[src/design/spi_host_pkg.sv]
// package for the serial control port host controller
// assumes a single 250 MHz system clock domain
package spi_host_pkg;

// ==========================================================
// apb register map of the controller
localparam logic [7:0] CTRL_OFS = 8'h00;
localparam logic [7:0] CMD_OFS = 8'h04;
localparam logic [7:0] STAT_OFS = 8'h08;
localparam logic [7:0] RDATA_OFS = 8'h0C;
localparam logic [7:0] DIV_OFS = 8'h10;

// ctrl fields
localparam int CTRL_CHAIN_BIT = 0;
localparam int CTRL_WIRED_BIT = 1;
// cmd fields: [7:0] data, [14:8] address, [15] read, [23:16] select byte
localparam int CMD_DATA_LSB = 0;
localparam int CMD_ADDR_LSB = 8;
localparam int CMD_READ_BIT = 15;
localparam int CMD_SEL_LSB = 16;
// stat fields
localparam int STAT_BUSY_BIT = 0;
localparam int STAT_DONE_BIT = 1;
localparam int STAT_IRQ_BIT = 2;

// ==========================================================
// reset values and timing
localparam logic [1:0] CTRL_RST = 2'h0;
localparam logic [7:0] DIV_RST = 8'h08;
localparam logic [7:0] DIV_MIN = 8'h02;
localparam int BYTE_BITS = 8;

// ==========================================================
// types
typedef enum logic [2:0] {
	ST_IDLE = 3'b000,
	ST_CSLEAD = 3'b001,
	ST_LOW = 3'b011,
	ST_HIGH = 3'b010,
	ST_CSTAIL = 3'b110
} phase_e;

typedef struct packed {
	logic cs_n;
	logic sclk;
	logic mosi;
	logic mosi_oe;
} spi_pins_s;

typedef struct packed {
	logic [7:0] sel;
	logic read;
	logic [6:0] addr;
	logic [7:0] data;
} spi_cmd_s;

endpackage

[src/design/sync2.sv]
// two-flop synchroniser for pins from outside the clock domain
// assumes the input may change at any time relative to clk_sys_in
`timescale 1ns/100ps
module sync2 #(
	parameter int W = 1
) (
	input wire logic clk_sys_in,
	input wire logic resetn_in,
	input wire logic [W-1:0] d_in,
	output logic [W-1:0] q_out
);

// ==========================================================
// state
typedef struct packed {
	logic [W-1:0] s1;
	logic [W-1:0] s2;
} sync_s;

sync_s st_r;
sync_s st_nxt;

always_comb begin
	st_nxt = st_r;
	st_nxt.s1 = d_in;
	st_nxt.s2 = st_r.s1;
end

always_ff @(posedge clk_sys_in or negedge resetn_in) begin
	if (!resetn_in) begin
		st_r <= '0;
	end else begin
		st_r <= st_nxt;
	end
end

assign q_out = st_r.s2;

endmodule

[src/design/spi_host.sv]
// apb-controlled host for the four-wire serial control port
// assumes the device samples on rising sclk and drives miso on falling
`timescale 1ns/100ps
// Overview of operation
// - access is command byte then data byte
// - command msb one reads, zero writes
// - low seven command bits carry address
// - write data sent msb first and stored
// - change on falling, sample on rising
// - host idles serial clock high
// - select low before first bit, whole byte
// - wired lines need host tristate on read
// - chain mode adds leading select byte
// - chain bank of eight, one select bit
module spi_host (
	input wire logic clk_sys_in,
	input wire logic resetn_in,
	input wire logic psel_in,
	input wire logic penable_in,
	input wire logic pwrite_in,
	input wire logic [7:0] paddr_in,
	input wire logic [31:0] pwdata_in,
	output logic [31:0] prdata_out,
	output logic pready_out,
	output logic pslverr_out,
	output logic spi_cs_n_out,
	output logic spi_sclk_out,
	output logic spi_mosi_out,
	output logic spi_mosi_oe_out,
	input wire logic spi_miso_in,
	input wire logic dev_int_n_in
);

// ==========================================================
// state
typedef struct packed {
	spi_host_pkg::phase_e ph;
	spi_host_pkg::spi_pins_s pins;
	logic [1:0] ctrl;
	logic [7:0] div;
	logic [7:0] cnt;
	logic [23:0] shreg;
	logic [4:0] bits;
	logic read;
	logic [7:0] rdata;
	logic done;
	logic [31:0] prdata;
} host_s;

host_s st_r;
host_s st_nxt;
logic [1:0] pin_sync;
logic miso_s;
logic int_n_s;
logic wr_acc;
logic busy;
logic data_phase;
spi_host_pkg::spi_cmd_s cmd;

sync2 #(.W(2)) u_sync (
	.clk_sys_in(clk_sys_in),
	.resetn_in(resetn_in),
	.d_in({spi_miso_in, dev_int_n_in}),
	.q_out(pin_sync)
);

assign miso_s = pin_sync[1];
assign int_n_s = pin_sync[0];
assign busy = (st_r.ph != spi_host_pkg::ST_IDLE);
assign wr_acc = psel_in && penable_in && pwrite_in;
assign cmd = pwdata_in[23:0];
// the last eight bits form the data byte
assign data_phase = (st_r.bits <= 5'(spi_host_pkg::BYTE_BITS));

// ==========================================================
// next state
always_comb begin
	st_nxt = st_r;
	if (wr_acc) begin
		if (paddr_in == spi_host_pkg::CTRL_OFS) begin
			st_nxt.ctrl = pwdata_in[1:0];
		end
		// too small a divider would outrun the synchroniser
		if (paddr_in == spi_host_pkg::DIV_OFS && !busy) begin
			st_nxt.div = (pwdata_in[7:0] < spi_host_pkg::DIV_MIN) ?
				spi_host_pkg::DIV_MIN : pwdata_in[7:0];
		end
	end
	// captured in the setup cycle: with pready tied high the data
	// must already stand at the access edge where the master takes it
	if (psel_in && !penable_in && !pwrite_in) begin
		st_nxt.prdata = '0;
		case (paddr_in)
			spi_host_pkg::CTRL_OFS: begin
				st_nxt.prdata[1:0] = st_r.ctrl;
			end
			spi_host_pkg::STAT_OFS: begin
				st_nxt.prdata[spi_host_pkg::STAT_BUSY_BIT] = busy;
				st_nxt.prdata[spi_host_pkg::STAT_DONE_BIT] = st_r.done;
				st_nxt.prdata[spi_host_pkg::STAT_IRQ_BIT] = !int_n_s;
			end
			spi_host_pkg::RDATA_OFS: begin
				st_nxt.prdata[7:0] = st_r.rdata;
			end
			spi_host_pkg::DIV_OFS: begin
				st_nxt.prdata[7:0] = st_r.div;
			end
			default: begin
				st_nxt.prdata = '0;
			end
		endcase
	end
	case (st_r.ph)
		spi_host_pkg::ST_IDLE: begin
			st_nxt.pins.sclk = 1'b1;
			st_nxt.pins.cs_n = 1'b1;
			st_nxt.pins.mosi_oe = 1'b1;
			if (wr_acc && paddr_in == spi_host_pkg::CMD_OFS) begin
				st_nxt.read = cmd.read;
				st_nxt.done = 1'b0;
				st_nxt.cnt = st_r.div;
				if (st_r.ctrl[spi_host_pkg::CTRL_CHAIN_BIT]) begin
					// select byte leads, one bit per device
					st_nxt.shreg = {cmd.sel, cmd.read, cmd.addr,
						cmd.data};
					st_nxt.bits = 5'(3 * spi_host_pkg::BYTE_BITS);
				end else begin
					st_nxt.shreg = {cmd.read, cmd.addr, cmd.data, 8'h00};
					st_nxt.bits = 5'(2 * spi_host_pkg::BYTE_BITS);
				end
				st_nxt.pins.cs_n = 1'b0;
				st_nxt.ph = spi_host_pkg::ST_CSLEAD;
			end
		end
		spi_host_pkg::ST_CSLEAD: begin
			// select settles half a period before the first falling edge
			if (st_r.cnt == 8'h01) begin
				st_nxt.cnt = st_r.div;
				st_nxt.ph = spi_host_pkg::ST_LOW;
				st_nxt.pins.sclk = 1'b0;
				st_nxt.pins.mosi = st_r.shreg[23];
				st_nxt.pins.mosi_oe = !(st_r.read && data_phase &&
					st_r.ctrl[spi_host_pkg::CTRL_WIRED_BIT]);
			end else begin
				st_nxt.cnt = st_r.cnt - 8'h01;
			end
		end
		spi_host_pkg::ST_LOW: begin
			if (st_r.cnt == 8'h01) begin
				st_nxt.cnt = st_r.div;
				st_nxt.pins.sclk = 1'b1;
				st_nxt.ph = spi_host_pkg::ST_HIGH;
			end else begin
				st_nxt.cnt = st_r.cnt - 8'h01;
			end
		end
		spi_host_pkg::ST_HIGH: begin
			if (st_r.cnt == 8'h01) begin
				st_nxt.cnt = st_r.div;
				// sample late in the high phase, past synchroniser delay
				if (st_r.read && data_phase) begin
					st_nxt.rdata = {st_r.rdata[6:0], miso_s};
				end
				st_nxt.shreg = {st_r.shreg[22:0], 1'b0};
				st_nxt.bits = st_r.bits - 5'h01;
				if (st_r.bits == 5'h01) begin
					st_nxt.ph = spi_host_pkg::ST_CSTAIL;
				end else begin
					st_nxt.pins.sclk = 1'b0;
					st_nxt.pins.mosi = st_r.shreg[22];
					st_nxt.pins.mosi_oe = !(st_r.read &&
						st_r.bits <= 5'h09 &&
						st_r.ctrl[spi_host_pkg::CTRL_WIRED_BIT]);
					st_nxt.ph = spi_host_pkg::ST_LOW;
				end
			end else begin
				st_nxt.cnt = st_r.cnt - 8'h01;
			end
		end
		spi_host_pkg::ST_CSTAIL: begin
			if (st_r.cnt == 8'h01) begin
				st_nxt.pins.cs_n = 1'b1;
				st_nxt.pins.mosi_oe = 1'b1;
				st_nxt.done = 1'b1;
				st_nxt.ph = spi_host_pkg::ST_IDLE;
			end else begin
				st_nxt.cnt = st_r.cnt - 8'h01;
			end
		end
		default: begin
			st_nxt.ph = spi_host_pkg::ST_IDLE;
		end
	endcase
end

// ==========================================================
// registers
always_ff @(posedge clk_sys_in or negedge resetn_in) begin
	if (!resetn_in) begin
		st_r <= '0;
		st_r.ph <= spi_host_pkg::ST_IDLE;
		// select and clock idle high, data line driven
		st_r.pins <= 4'hD;
		st_r.ctrl <= spi_host_pkg::CTRL_RST;
		st_r.div <= spi_host_pkg::DIV_RST;
	end else begin
		st_r <= st_nxt;
	end
end

// ==========================================================
// outputs
assign prdata_out = st_r.prdata;
assign pready_out = 1'b1;
assign pslverr_out = 1'b0;
assign spi_cs_n_out = st_r.pins.cs_n;
assign spi_sclk_out = st_r.pins.sclk;
assign spi_mosi_out = st_r.pins.mosi;
assign spi_mosi_oe_out = st_r.pins.mosi_oe;

endmodule

[config.mk]
export PLATFORM = sky130hd
export DESIGN_NAME = spi_host
export DESIGN_NICKNAME = d
export VERILOG_FILES = /design/src/design/spi_host_pkg.sv /design/src/design/sync2.sv /design/src/design/spi_host.sv
export SDC_FILE = /design/constraint.sdc
export NUM_CORES = 1
export LEC_CHECK = 0
export BUFFER_PORTS_ARGS = -buffer_cell sky130_fd_sc_hd__buf_2
export CELL_PAD_IN_SITES_DETAIL_PLACEMENT = 1
export CELL_PAD_IN_SITES_GLOBAL_PLACEMENT = 2
export CORE_ASPECT_RATIO = 1.1
export CORE_UTILIZATION = 37
export DETAILED_ROUTE_END_ITERATION = 10
export PLACE_DENSITY = 0.95
export SLEW_MARGIN = 20
export SYNTH_ARGS = -nofsm -noshare
export SYNTH_HDL_FRONTEND = slang
export SYNTH_HIERARCHICAL = 1
export SYNTH_SLANG_ARGS = --single-unit
[constraint.sdc]
create_clock -name clk_sys_in -period 5.1 [get_ports clk_sys_in]
set_input_delay 0.51 -clock clk_sys_in [delete_from_list [all_inputs] [get_ports clk_sys_in]]
set_output_delay 0.51 -clock clk_sys_in [all_outputs]
set_load 0.01 [all_outputs]
* After elaboration in Yosys (flattened, before gate mapping)
Cells that the tools add are included.
Storage, ports and cells: register bits 76, latch bits 0, RAM bits 0, ROM bits 0, input bits 47, output and inout port bits 38, word-level logic and storage cells 104, memories 0
Cells by class: add/sub/neg operators 2, multiply operators 0, divide/modulo/power cells 0, $lt $le $gt $ge 3, eq/ne operators 17, shift operators 0, mux-type cells 28, bitwise operators 0, reduce and logical (&&, ||, !) cells 38
Operators with widths (count):
- 2-to-1 mux 29 bit | 2
- case mux 29 bit (2 select lines) | 1
- 2-to-1 mux 38 bit | 1
- 2-to-1 mux 8 bit | 3
- case mux 8 bit (3 select lines) | 1
- 2-to-1 mux 3 bit | 7
- equality test 8 x 4 -> 1 bit, second input constant | 2
- case mux 3 bit (5 select lines) | 1
- AND reduction 5 bit | 3
- inequality test 2 bit, second input constant | 7
- AND reduction 3 bit | 4
- <= comparator 5 x 4 -> 1 bit, second input constant | 2
- logical AND 1 bit | 10
- case mux 5 bit (2 select lines) | 1
- equality test 8 x 1 -> 1 bit, second input constant | 1
- equality test 8 x 3 -> 1 bit, second input constant | 1
- equality test 8 x 5 -> 1 bit, second input constant | 1
- logical NOT 8 bit | 1
- less-than comparator 8 x 2 -> 1 bit, second input constant | 1
- 2-to-1 mux 4 bit | 2
- case mux 1 bit (4 select lines) | 2
- case mux 2 bit (4 select lines) | 1
- AND reduction 2 bit | 4
- nonzero test 4 bit | 2
- other kinds (15) | 27

* Logic depth before layout (Yosys ltp)
Gate-level depths: netlist (run 1).
depth after elaboration 7, mapped depth 10, mapped depth without buffers 7

* Hierarchy
Netlist (run 1), hierarchy kept.
By module, submodules not included:
- spi_host | instances 1, cells an instance 440, area each 4206.5 µm², sequential area each 1806.7 µm²
- sync2 | instances 1, cells an instance 4, area each 100.1 µm², sequential area each 100.1 µm²

* Least setup slack after synthesis (run 1)
No wires, ideal clock.
path type reg-to-reg, start point register st_r[74] in the netlist's numbering, end point register st_r[62] in the netlist's numbering, setup time 0.126 ns, data arrival time 2.374 ns, data required time 4.974 ns, setup slack 2.600 ns, cell stages (with the launch flop) 11, path buffers 5, clock period less this slack 2.500 ns, cells stage by stage dfrtp_1 -> buf_6 -> or4_1 -> buf_2 -> or4_4 -> buf_6 -> and2_4 -> buf_6 -> buf_6 -> a221oi_1 -> nor2_1
Between the ends: word-level cells in the longest chain between the ends 3
RTL lines:
- from (decl) | RTL line spi_host.sv:50 | host_s st_r;
- from (signal assigned) | RTL line spi_host.sv:207 | st_r <= st_nxt;
- equality test 8 x 1 -> 1 bit | RTL line spi_host.sv:158 | if (st_r.cnt == 8'h01) begin
- inequality test 2 bit (no line)
- AND reduction 3 bit (no line)
No other way between the ends. A chain may end at the register's enable or synchronous reset.

* Worst setup path after layout (run 1)
start point register st_r[74] in the netlist's numbering, end point register st_r[38] in the netlist's numbering
Between the ends: word-level cells in the longest chain between the ends 2
RTL lines (RTL line):
- equality test 8 x 1 -> 1 bit | spi_host.sv:158
- AND reduction 3 bit (no line)
No other way between the ends.

==> key figures, run 1 <==
Yosys
  • Mapped Cells: about 440
  • EDFF count, synth: 0
  • Ys async rst share: 100%
  • Sequential area share after synthesis: 44.3%
  • Mapped cell area: approximately 4300 µm²
  • Yosys warns: 6
  • Synth Flop Type: dfrtp_1
  • Yosys reg bits: 76
  • Avg Inst Size Synth: 9.70 µm²
  • Yosys cell types: 60

Global route
  • First-pass GRT wire length: ~19000 µm
  • Initial antenna violation count: 0
  • Grt total ovfl: 0
  • Vias in the first global route: 3579
  • Total GRT Usage: 19.9%
  • Largest net degree at the start of global routing: 77

Die
  • Die area: 12100 µm²
  • Core Footprint: 11100 µm²
  • Ports: 85
  • Starting Density: 38.8%
  • # rows: 40
  • Die W: between 100 and 150 µm
  • Chip height: 115 µm

STA
  • Final hold vios: 0
  • Total Neg Setup Slack: 0 ns
  • Headroom to the max-slew limit: 35.3%
  • RSZ-0062 raised after global routing: no
  • Crit path time final: 2.78 ns
  • Max-slew violation count: 0
  • Endpoints failing setup: 0
  • Setup Skew: ~0.0044 ns
  • Fmax achieved: around 0.36 GHz
  • Final period utilization: 54.5%
  • Least-Margin Pin Slew: 0.971 ns

Placement
  • HPWL after DPL: about 8200 µm
  • Cells after DPL: 610
  • GPL Wtd Cong: between 0.8 and 0.9
  • PortBufs: 50

Finish
  • Most frequent cells in the layout: dfrtp_1 (72), nor2_1 (59), buf_2 (49)
  • Fin cells: 626
  • # fillers: 1300
  • Ant diodes: 0
  • Area grow syn2layout: 11.2%
  • Register area: 1910 µm²
  • Area of the multi-input gates: 2050 µm²
  • Total Nets Final: between 500 and 600
  • Fraction of layout cells with a size suffix above 1: 24.4%
  • Util after Layout: 43.1%
  • Most common cell after layout, fill and taps aside: dfrtp_1

Power and ir drop
  • Power per cell area: 275 nW/µm²
  • Maximum vdd drop: 0.125 mV
  • Total power: 1.32 mW
  • Leak: 2.26 nW

Critical path
  • CP startpoint kind: flip-flop
  • Crit path from: st_r[74]
  • Endpoint class of the critical path: flip-flop
  • Worst r2r src: st_r[74]
  • Crit Path Class: reg -> reg
  • Worst Path Required: 5.31 ns
  • Critical path peak fanout: 21
  • Critical path data arrival time: 2.99 ns

Drt
  • First drt pass iteration count: 5
  • DR WL met2: 5800 µm
  • Top Layer Used: met4
  • Drt drc: 0
  • Drt wl/cell: 18.1 µm
  • Post-Route WL: 11400 µm
  • Starting DRC count in detailed routing: about 210
  • Via density: 5.52
  • Vias post-DR: 3456
  • Routed wl met3: 529 µm
  • Met1 Wirelength: 4890 µm
  • Post-route ant nets: 0

Min path
  • HP Class: in -> reg
  • Hold path start: spi_miso_in

Clock tree
  • Num Clock Sinks: 76
  • CTS tree: built
  • Clk slew on worst S/H paths: 0.06 ns
  • Clk Latency, worst-skew pair: 0.33 ns
  • # H-tree levels: 3
  • Postcts setup bufs: 0
  • Clk root buf: clkbuf_16
  • Total CTS buffers: 9
  • Max clock buf depth: 2
  • Resized Gates After CTS: 0
  • Hold_buf cts: 0

Run
  • Max Cap Violations: 0

Outcome
  • Status: finished clean
-- final cells by class --
cell class / count / share of cell area, %
Clock buffer: 12 / 4.94
Clock inverter: 4 / 1.02
Inverter: 19 / 1.49
Multi-Input combinational cell: 313 / 42.8
Sequential cell: 76 / 39.8
Tap cell: 147 / 3.84
Timing Repair Buffer: 55 / 6.06
-- logic make-up after synthesis --
| group | synth area share [%] |
|---|---|
| compound gates | 15.5 |
| other cells | 0.174 |
| mux | 9.85 |
| fa+ha+maj | 1.45 |
| simple gates | 18.0 |
| xor+xnor | 0.203 |
| buf+inv | 10.6 |
| flops | 44.3 |
-- Yosys cell counts (all sizes together), types with 11 or more instances --
library cell  instances  area (µm²)
o21ai                19        95.1
a21oi                17        85.1
buf                  39         305
a221oi               16         140
nand3                11        55.1
clkbuf               21        78.8
nand2                19        71.3
nor3                 15        75.1
nor2                 59         221
dfrtp                72        1800
mux2                 35         394
inv                  19        71.3
-- layer usage --
metal	GRT usage [%]	up-vias
li1	-	1635
met1	24.4	1714
met2	35.4	95
met3	3.34	12
met4	7.61	0
met5	0	-
-- registers in the layout (all words and copies together), names as in the netlist --
signal           count
u_sync/st_nxt        2
u_sync/q_out         2
spi_mosi_out         1
spi_cs_n_out         1
spi_sclk_out         1
st_r                60
spi_mosi_oe_out      1
prdata_out           8
-- worst max-delay path: stages, from the launching register on --
cell and delay [ns]:
dfrtp_1 0.46, or4_1 0.71, nor4_2 0.30, buf_4 0.32, nand4_1 0.42, mux2_2 0.44
-- metrics by stage --
| step | setup slack (ns) | hold slack (ns) | instance area (µm²) |
|---|---|---|---|
| after global placement | 2.34 | 0.333 | 4490 |
| final | 2.32 | 0.283 | 4790 |
| after detailed placement | 2.22 | 0.351 | 4490 |
| after CTS | 2.31 | 0.270 | 4780 |
| after floorplan | 2.60 | 0.214 | 4400 |
| after global routing | 2.14 | 0.270 | 4790 |
-- path summary, 6_finish.rpt --
kind	endpoint	slack, ns	cells after the start
max	st_r[38]	2.32	5
min in group asynchronous	st_r[93]	0.30	1
max in group asynchronous	prdata_out[5]	4.14	1
min	u_sync/st_nxt[1]	0.28	1
max reg2reg	st_r[38]	2.32	5
min reg2reg	u_sync/q_out[0]	0.36	0
-- report_power, final --
part	internal (mW)	total, mW	switching [mW]
clock	0.379	0.619	0.240
combinational	0.0282	0.0794	0.0512
sequential	0.613	0.618	0.00525
Power figures use the tool's default switching activity.
==> inputs of run 2 (changes only) <==
--- a/config.mk
+++ b/config.mk
@@ -5,13 +5,14 @@
 export SDC_FILE = /design/constraint.sdc
 export NUM_CORES = 1
 export LEC_CHECK = 0
+export ABC_AREA = 1
 export BUFFER_PORTS_ARGS = -buffer_cell sky130_fd_sc_hd__buf_2
 export CELL_PAD_IN_SITES_DETAIL_PLACEMENT = 1
 export CELL_PAD_IN_SITES_GLOBAL_PLACEMENT = 2
 export CORE_ASPECT_RATIO = 1.1
-export CORE_UTILIZATION = 37
+export CORE_UTILIZATION = 32
 export DETAILED_ROUTE_END_ITERATION = 10
-export PLACE_DENSITY = 0.95
+export PLACE_DENSITY = 0.91
 export SLEW_MARGIN = 20
 export SYNTH_ARGS = -nofsm -noshare
 export SYNTH_HDL_FRONTEND = slang
==> constraint.sdc (replaced) <==
create_clock -name clk_sys_in -period 2.8 [get_ports clk_sys_in]
set_input_delay 0.28 -clock clk_sys_in [delete_from_list [all_inputs] [get_ports clk_sys_in]]
set_output_delay 0.28 -clock clk_sys_in [all_outputs]
set_load 0.01 [all_outputs]
==> run 2 against run 1 <==
Against the previous run: the flow now finishes with violations (hold timing); via count is 18% higher; synthesized area is 7.5% higher; power is 89% higher; register-to-register slack worse by 1.5 ns; sequential power is 83% higher; routed wire length is 8.2% higher; first-iteration DRC count is 38% lower; highest routed layer unchanged.
==> key figures, run 2 <==
Clock tree
  • Clk Latency, worst-skew pair: 0.34 ns (about the same)
  • Resized Gates After CTS: 0 (unchanged)
  • CTS tree: built
  • Clk root buf: clkbuf_16
  • Max clock buf depth: 2 (unchanged)
  • Postcts setup bufs: 0 (unchanged)
  • Num Clock Sinks: 76 (unchanged)
  • Clk slew on worst S/H paths: 0.06 ns (about the same)
  • Hold_buf cts: 0 (unchanged)
  • # H-tree levels: 3 (unchanged)
  • Total CTS buffers: 9 (unchanged)

Finish
  • # fillers: 1799 (+38%)
  • Total Nets Final: 717 (+36%)
  • Biggest register: st_r
  • Area grow syn2layout: 11.8%
  • Fin cells: 858 (+37%)
  • Area of the multi-input gates: 2170 µm² (+6.0%)
  • Ant diodes: 0 (unchanged)
  • Most common cell after layout, fill and taps aside: nand2_1
  • Most frequent cells in the layout: nand2_1 (199), nand3_1 (72), dfrtp_1 (72)
  • Max reg flops: 60 (unchanged)
  • Register area: 1910 µm² (unchanged)
  • Util after Layout: 37.1% (-6.0 points)
  • Fraction of layout cells with a size suffix above 1: 15.5% (-8.9 points)

Outcome
  • Status: complete, but fails checks
  • Failing checks: hold timing

Critical path
  • Endpoint class of the critical path: flip-flop
  • Worst path cell trace: inv_2, nand3_2, inv_2, nand2_4, nand2_8, inv_4, nand2_1, nand3_1
  • Worst path max stage delay: 0.42 ns (-0.29 ns)
  • Crit path from: st_r[95]
  • Critical path data arrival time: 2.20 ns (-0.79 ns)
  • Cell at the slowest stage of the critical path: dfrtp_1
  • Critical path peak fanout: 37 (+76%)
  • CP dominant cell by count: inv_2
  • CP startpoint kind: flip-flop
  • Worst Path Required: 3.02 ns (-2.29 ns)
  • Crit Path Class: reg -> reg
  • Worst r2r src: st_r[95]

Die
  • Chip height: 128 µm (+11%)
  • Die W: 117 µm (+11%)
  • Ports: 85 (unchanged)
  • Core Footprint: 14000 µm² (+26%)
  • Die area: 14900 µm² (+24%)
  • Starting Density: 33.1% (-5.6 points)
  • # rows: 45 (+13%)

Drt
  • Top Layer Used: met4
  • First drt pass iteration count: 5 (unchanged)
  • Routed wl met3: 356 µm (-33%)
  • Vias post-DR: 4088 (+18%)
  • Drt drc: 0 (unchanged)
  • Starting DRC count in detailed routing: 132 (-38%)
  • Via density: 4.76 (-14%)
  • Drt wl/cell: 14.3 µm (-21%)
  • Met1 Wirelength: 5980 µm (+22%)
  • DR WL met2: 5700 µm (-1.7%)
  • Post-route ant nets: 0 (unchanged)
  • Post-Route WL: 12300 µm (+8.2%)

Yosys
  • Most frequent cell after synthesis: nand2_1
  • Yosys top cell by area: dfrtp_1
  • Post-synth top area share: 38.9% (-2.9 points)
  • Yosys reg bits: 76 (unchanged)
  • Sequential area share after synthesis: 41.2% (-3.1 points)
  • Avg Inst Size Synth: 7.35 µm² (-24%)
  • Mapped Cells: 630 (+42%)
  • EDFF count, synth: 0 (unchanged)
  • Mapped cell area: 4630 µm² (+7.5%)
  • Synth top area cells: dfrtp_1 (39%), nand2_1 (16%), nand3_1 (7.8%)
  • Yosys cell types: 38 (-37%)
  • Synth Flop Type: dfrtp_1
  • Yosys warns: 6 (unchanged)
  • Ys async rst share: 100% (unchanged)
  • Synth top cells by count: nand2_1 (199), dfrtp_1 (72), nand3_1 (72), inv_1 (66), o21ai_0 (49)

Placement
  • GPL Wtd Cong: 0.851 (-4.7%)
  • PortBufs: 50 (unchanged)
  • Cells after DPL: 842 (+38%)
  • HPWL after DPL: 9010 µm (+11%)

STA
  • Smallest hold slack: -0.0311 ns (-0.314 ns)
  • Final hold vios: 35 (+35)
  • Endpoints failing setup: 0 (unchanged)
  • Setup Skew: 0.00683 ns (+0.00243 ns)
  • Max-slew violation count: 0 (unchanged)
  • Total Neg Setup Slack: 0 ns (unchanged)
  • Final period utilization: 70.7% (+16 points)
  • RSZ-0062 raised after global routing: no
  • Least-Margin Pin Slew: 0.730 ns (-0.240 ns)
  • Headroom to the max-slew limit: 51.3% (+16 points)
  • Fmax achieved: 0.505 GHz (+40%)
  • Crit path time final: 1.98 ns (-0.799 ns)

Global route
  • Grt total ovfl: 0 (unchanged)
  • Initial antenna violation count: 0 (unchanged)
  • Vias in the first global route: 4146 (+16%)
  • First-pass GRT wire length: 20600 µm (+11%)
  • Total GRT Usage: 18.0% (-1.9 points)
  • Largest net degree at the start of global routing: 77 (unchanged)

Power and ir drop
  • Sw Ratio: 23.2% (+0.72 points)
  • Combinational share of power: 5.8% (-0.2 points)
  • Leak: 2.58 nW (+14%)
  • Register share of total power: 45.7% (-1.2 points)
  • Clk pwr share: 48.5% (+1.5 points)
  • Net switching power figure: 0.577 mW (+95%)
  • Cell-internal power: 1.91 mW (+87%)
  • Maximum vdd drop: 0.187 mV (+49%)
  • Power per cell area: 480 nW/µm² (+75%)

Min path
  • HP Class: in -> async

Run
  • Max Cap Violations: 0 (unchanged)
-- run 2: cell count changes in the layout (fill, tap and decap cells not counted), sizes merged, moves of 9 or more --
cell	before	now
inv	20	74
nor4	9	0
nand2	19	205
a221oi	16	0
a21oi	17	7
nor2	59	35
mux2	35	7
nor3	15	5
o21ai	19	61
a222oi	9	0
nand4	5	17
nand3	11	75
-- run 2: path summary, 6_finish.rpt --
| path | to | slack, ns | cells after the start |
|---|---|---|---|
| worst max-delay path | st_r[68] | 0.82 | 8 |
| worst min-delay path | prdata_out[5] | -0.03 | 1 |
| worst max register to register | st_r[68] | 0.82 | 8 |
| worst min register to register | u_sync/q_out[0] | 0.35 | 0 |
| max in group asynchronous | st_r[86] | 2.31 | 1 |
| min in group clk_sys_in | u_sync/st_nxt[1] | 0.04 | 1 |
-- run 2: layout make-up --
class	count	share of cell area [%]
tap	188	4.54
sequential	76	36.8
multi-input combinational	452	42.0
clock buffer	11	4.88
clock inverter	5	1.11
inverter	74	5.41
timing repair buffer	52	5.25
-- run 2: stage by stage --
step | hold slack (ns) | power [mW] | setup slack (ns) | cell area (µm²)
floorplan | -0.0156 | 1.25 | 1.36 | 4720
global placement | 0.339 | 1.29 | 0.876 | 4860
detailed placement | 0.336 | 1.30 | 0.819 | 4860
CTS | 0.0300 | 2.53 | 0.807 | 5170
global route | 0.0254 | 2.60 | 0.665 | 5180
finish | -0.0311 | 2.48 | 0.820 | 5180
-- run 2: kinds of logic after synthesis --
kind of cell / synth area share [%]
flip-flops: 41.2
multiplexers: 1.70
other: 0.162
buffers and inverters: 13.8
AND/OR/NAND/NOR: 33.3
XOR/XNOR: 0.189
AO/OA/AOI/OAI: 8.27
adder cells (fa/ha/maj): 1.35
-- run 2: critical path: cells and delay by family, from the launching register on --
kind / cells / cell delay, ns
buf+inv: 3 / 0.60
simple gates: 5 / 0.82
flops: 1 / 0.42
-- run 2: layer usage --
metal | global-route usage, % | vias to the layer above
li1 | - | 2034
met1 | 23.9 | 1955
met2 | 28.7 | 80
met3 | 3.12 | 19
met4 | 8.04 | 0
met5 | 0 | -
-- run 2: power by group through the flow --
stage                     Combinational [mW]  Clock (mW)  Sequential [mW]
after global placement                 0.140           0             1.15
after detailed placement               0.145           0             1.15
after CTS                              0.146        1.25             1.13
final                                  0.144        1.21             1.13
after floorplan                        0.102           0             1.15
after global routing                   0.166        1.30             1.14
==> inputs of run 3 (changes only) <==
--- a/config.mk
+++ b/config.mk
@@ -5,14 +5,14 @@
 export SDC_FILE = /design/constraint.sdc
 export NUM_CORES = 1
 export LEC_CHECK = 0
-export ABC_AREA = 1
+export ABC_AREA = 0
 export BUFFER_PORTS_ARGS = -buffer_cell sky130_fd_sc_hd__buf_2
 export CELL_PAD_IN_SITES_DETAIL_PLACEMENT = 1
 export CELL_PAD_IN_SITES_GLOBAL_PLACEMENT = 2
 export CORE_ASPECT_RATIO = 1.1
-export CORE_UTILIZATION = 32
+export CORE_UTILIZATION = 31
 export DETAILED_ROUTE_END_ITERATION = 10
-export PLACE_DENSITY = 0.91
+export PLACE_DENSITY = 0.86
 export SLEW_MARGIN = 20
 export SYNTH_ARGS = -nofsm -noshare
 export SYNTH_HDL_FRONTEND = slang
==> constraint.sdc (replaced) <==
create_clock -name clk_sys_in -period 1.7 [get_ports clk_sys_in]
set_input_delay 0.17 -clock clk_sys_in [delete_from_list [all_inputs] [get_ports clk_sys_in]]
set_output_delay 0.17 -clock clk_sys_in [all_outputs]
set_load 0.01 [all_outputs]
==> run 3 against run 2 <==
Against the previous run: the flow finishes with violations (setup timing); first-iteration DRC count grew 40%; sequential share of layout area decreased by 5.4 points; sequential power increased by 64%; via count decreased by 2.7%; core utilization grew 8.3 points; cell count decreased by 11%; non-clock buffer count grew 105; fmax is 11% lower; clock skew grew 0.0011 ns; critical path depth shrank 3; routed wire length is 15% higher; cell area increased by 17%.
==> key figures, run 3 (synthesis gave the netlist of run 1 again) <==
Outcome
  • Status: complete, but fails checks
  • Failing checks: setup timing

STA
  • Final period utilization: 130% (+60 points)
  • Final WS setup: -0.517 ns (-1.34 ns)
  • Endpoints failing setup: 60 (+60)
  • RSZ-0062 raised after global routing: yes
  • Least-Margin Pin Slew: 0.591 ns (-0.139 ns)
  • Headroom to the max-slew limit: 60.4% (+9.1 points)
  • Setup Skew: 0.00796 ns (+0.00113 ns)
  • Crit path time final: 2.22 ns (+0.237 ns)
  • Final hold vios: 0 (-100%)
  • Smallest hold slack: 0.123 ns (+0.154 ns)
  • Fmax achieved: 0.451 GHz (-11%)
  • Max-slew violation count: 0 (unchanged)

Critical path
  • Largest delay contributor family on the critical path: simple AND/OR/NAND/NOR gates
  • Cell at the slowest stage of the critical path: or4_4
  • CP bufs+invs: 1 (-2)
  • Worst r2r src: st_r[77]
  • CP startpoint kind: flip-flop
  • Worst Path Required: 1.92 ns (-1.10 ns)
  • Crit path from: st_r[77]
  • Worst path max stage delay: 0.59 ns (+0.17 ns)
  • Critical path data arrival time: 2.43 ns (+0.23 ns)
  • Levels on crit path: 5 (-3)
  • Critical path peak fanout: 11 (-70%)
  • Worst path cell trace: or4_4, or4_4, and2_4, a222oi_1, inv_1
  • Crit Path Class: reg -> reg
  • Endpoint class of the critical path: flip-flop
  • Cells on worst reg2reg path: 5 (-3)
  • CP dominant cell by count: or4_4

Power and ir drop
  • Register share of total power: 42.9% (-2.8 points)
  • Total power: 4.31 mW (+73%)
  • Power per cell area: 711 nW/µm² (+48%)
  • Combinational share of power: 6.5% (+0.7 points)
  • Leak: 2.88 nW (+12%)
  • Cell-internal power: 3.26 mW (+71%)
  • Net switching power figure: 1.05 mW (+83%)
  • Maximum vdd drop: 0.459 mV (+150%)
  • Sw Ratio: 24.4% (+1.2 points)
  • Clk pwr share: 50.6% (+2.1 points)

Min path
  • WHS Path Cells: 3
  • HP Class: in -> reg
  • Hold path start: pwdata_in[7]

Die
  • Die W: 114 µm (-2.0%)
  • # rows: 44 (-2.2%)
  • Starting Density: 32.2% (-0.95 points)
  • Chip height: 126 µm (-2.0%)
  • Die area: 14400 µm² (-3.9%)
  • Core Footprint: 13400 µm² (-4.2%)
  • Ports: 85 (unchanged)

Drt
  • Post-Route WL: 14200 µm (+15%)
  • First drt pass iteration count: 8 (+3)
  • Post-route ant nets: 0 (unchanged)
  • Top Layer Used: met4
  • Vias post-DR: 3977 (-2.7%)
  • DR WL met2: 7130 µm (+25%)
  • Starting DRC count in detailed routing: 185 (+40%)
  • Drt wl/cell: 18.5 µm (+29%)
  • Met1 Wirelength: 6160 µm (+3.0%)
  • Routed wl met3: 502 µm (+41%)
  • Drt drc: 0 (unchanged)
  • Via density: 5.20 (+9.1%)

Global route
  • Grt total ovfl: 0 (unchanged)
  • First-pass GRT wire length: 21800 µm (+6.2%)
  • Total GRT Usage: 19.8% (+1.7 points)
  • Vias in the first global route: 4120 (-0.63%)
  • Initial antenna violation count: 0 (unchanged)
  • Largest net degree at the start of global routing: 77 (unchanged)

Clock tree
  • CTS tree: built
  • Num Clock Sinks: 76 (unchanged)
  • Total CTS buffers: 9 (unchanged)
  • Max clock buf depth: 2 (unchanged)
  • Clk Latency, worst-skew pair: 0.35 ns (about the same)
  • # H-tree levels: 3 (unchanged)
  • Clk slew on worst S/H paths: 0.07 ns (about the same)
  • Clk root buf: clkbuf_16

Finish
  • Area grow syn2layout: 40.8%
  • Max reg flops: 60 (unchanged)
  • Fraction of layout cells with a size suffix above 1: 45.3% (+30 points)
  • Biggest register: st_r
  • Total Nets Final: 628 (-12%)
  • Register area: 1910 µm² (about the same)
  • Area of the multi-input gates: 2350 µm² (+8.3%)
  • Ant diodes: 0 (unchanged)
  • Most common cell after layout, fill and taps aside: buf_4
  • Most frequent cells in the layout: buf_4 (88), dfrtp_1 (71), buf_2 (51)
  • # fillers: 1508 (-16%)

Placement
  • GPL Wtd Cong: 0.885 (+3.9%)
  • PortBufs: 50 (unchanged)
  • HPWL after DPL: 9750 µm (+8.2%)

Run
  • Max Cap Violations: 0 (unchanged)
==> run 3: timing repair <==
item,4_1_cts,5_1_grt
buffers inserted,9,20
cloned,0,2
pin swaps,5,17
endpoints found under the hold margin,74,0
endpoints found under the setup margin,62,62
resized for setup,32,44
hold buffers,3,0
==> run 3: metal layers <==
metal / track usage [%] / up-vias
li1: - / 1846
met1: 24.7 / 1996
met2: 33.5 / 112
met3: 3.99 / 23
met4: 7.41 / 0
met5: 0 / -
==> run 3: final cells by class <==
type,count,area share [%]
Tap cell,184,3.80
Multi-Input combinational cell,313,38.8
Clock buffer,9,3.71
Clock inverter,7,1.71
Inverter,19,1.18
Timing Repair Buffer,157,19.3
Sequential cell,76,31.5
==> run 3: final timing paths <==
| check | to | slack [ns] |
|---|---|---|
| max in group asynchronous | st_r[82] | 0.93 |
| min in group asynchronous | st_r[55] | 0.37 |
| setup reg to reg | st_r[48] | -0.52 |
| setup / recovery | st_r[48] | -0.52 |
| hold reg to reg | u_sync/q_out[1] | 0.35 |
| hold / removal | st_r[54] | 0.12 |
==> run 3: worst register-to-register path, delay by kind of cell (launching register included) <==
kind            cells  cell delay (ns)
simple gates        3             1.24
flops               1             0.39
compound gates      1             0.36
buf+inv             1             0.10
==> run 3: stage by stage <==
step	TNS, ns	utilization [%]	cell area, µm²	std cells	worst slack [ns]
after floorplan	-24.78	-	4500	468	-0.672
final	-20.32	45.3	6060	765	-0.517
after global routing	-23.90	45.3	6060	765	-0.555
after global placement	-14.70	38.8	5190	720	-0.380
after CTS	-17.64	42.8	5730	747	-0.433
after detailed placement	-18.59	38.8	5190	720	-0.487
==> run 3: power by group through the flow <==
| stage | Clock (mW) | Combinational, mW | Sequential [mW] |
|---|---|---|---|
| 3_3_place_gp | 0 | 0.266 | 1.88 |
| 5_1_grt | 2.30 | 0.305 | 1.85 |
| 3_5_place_dp | 0 | 0.272 | 1.89 |
| 6_report | 2.18 | 0.279 | 1.85 |
| 2_1_floorplan | 0 | 0.181 | 1.88 |
| 4_1_cts | 2.20 | 0.279 | 1.85 |
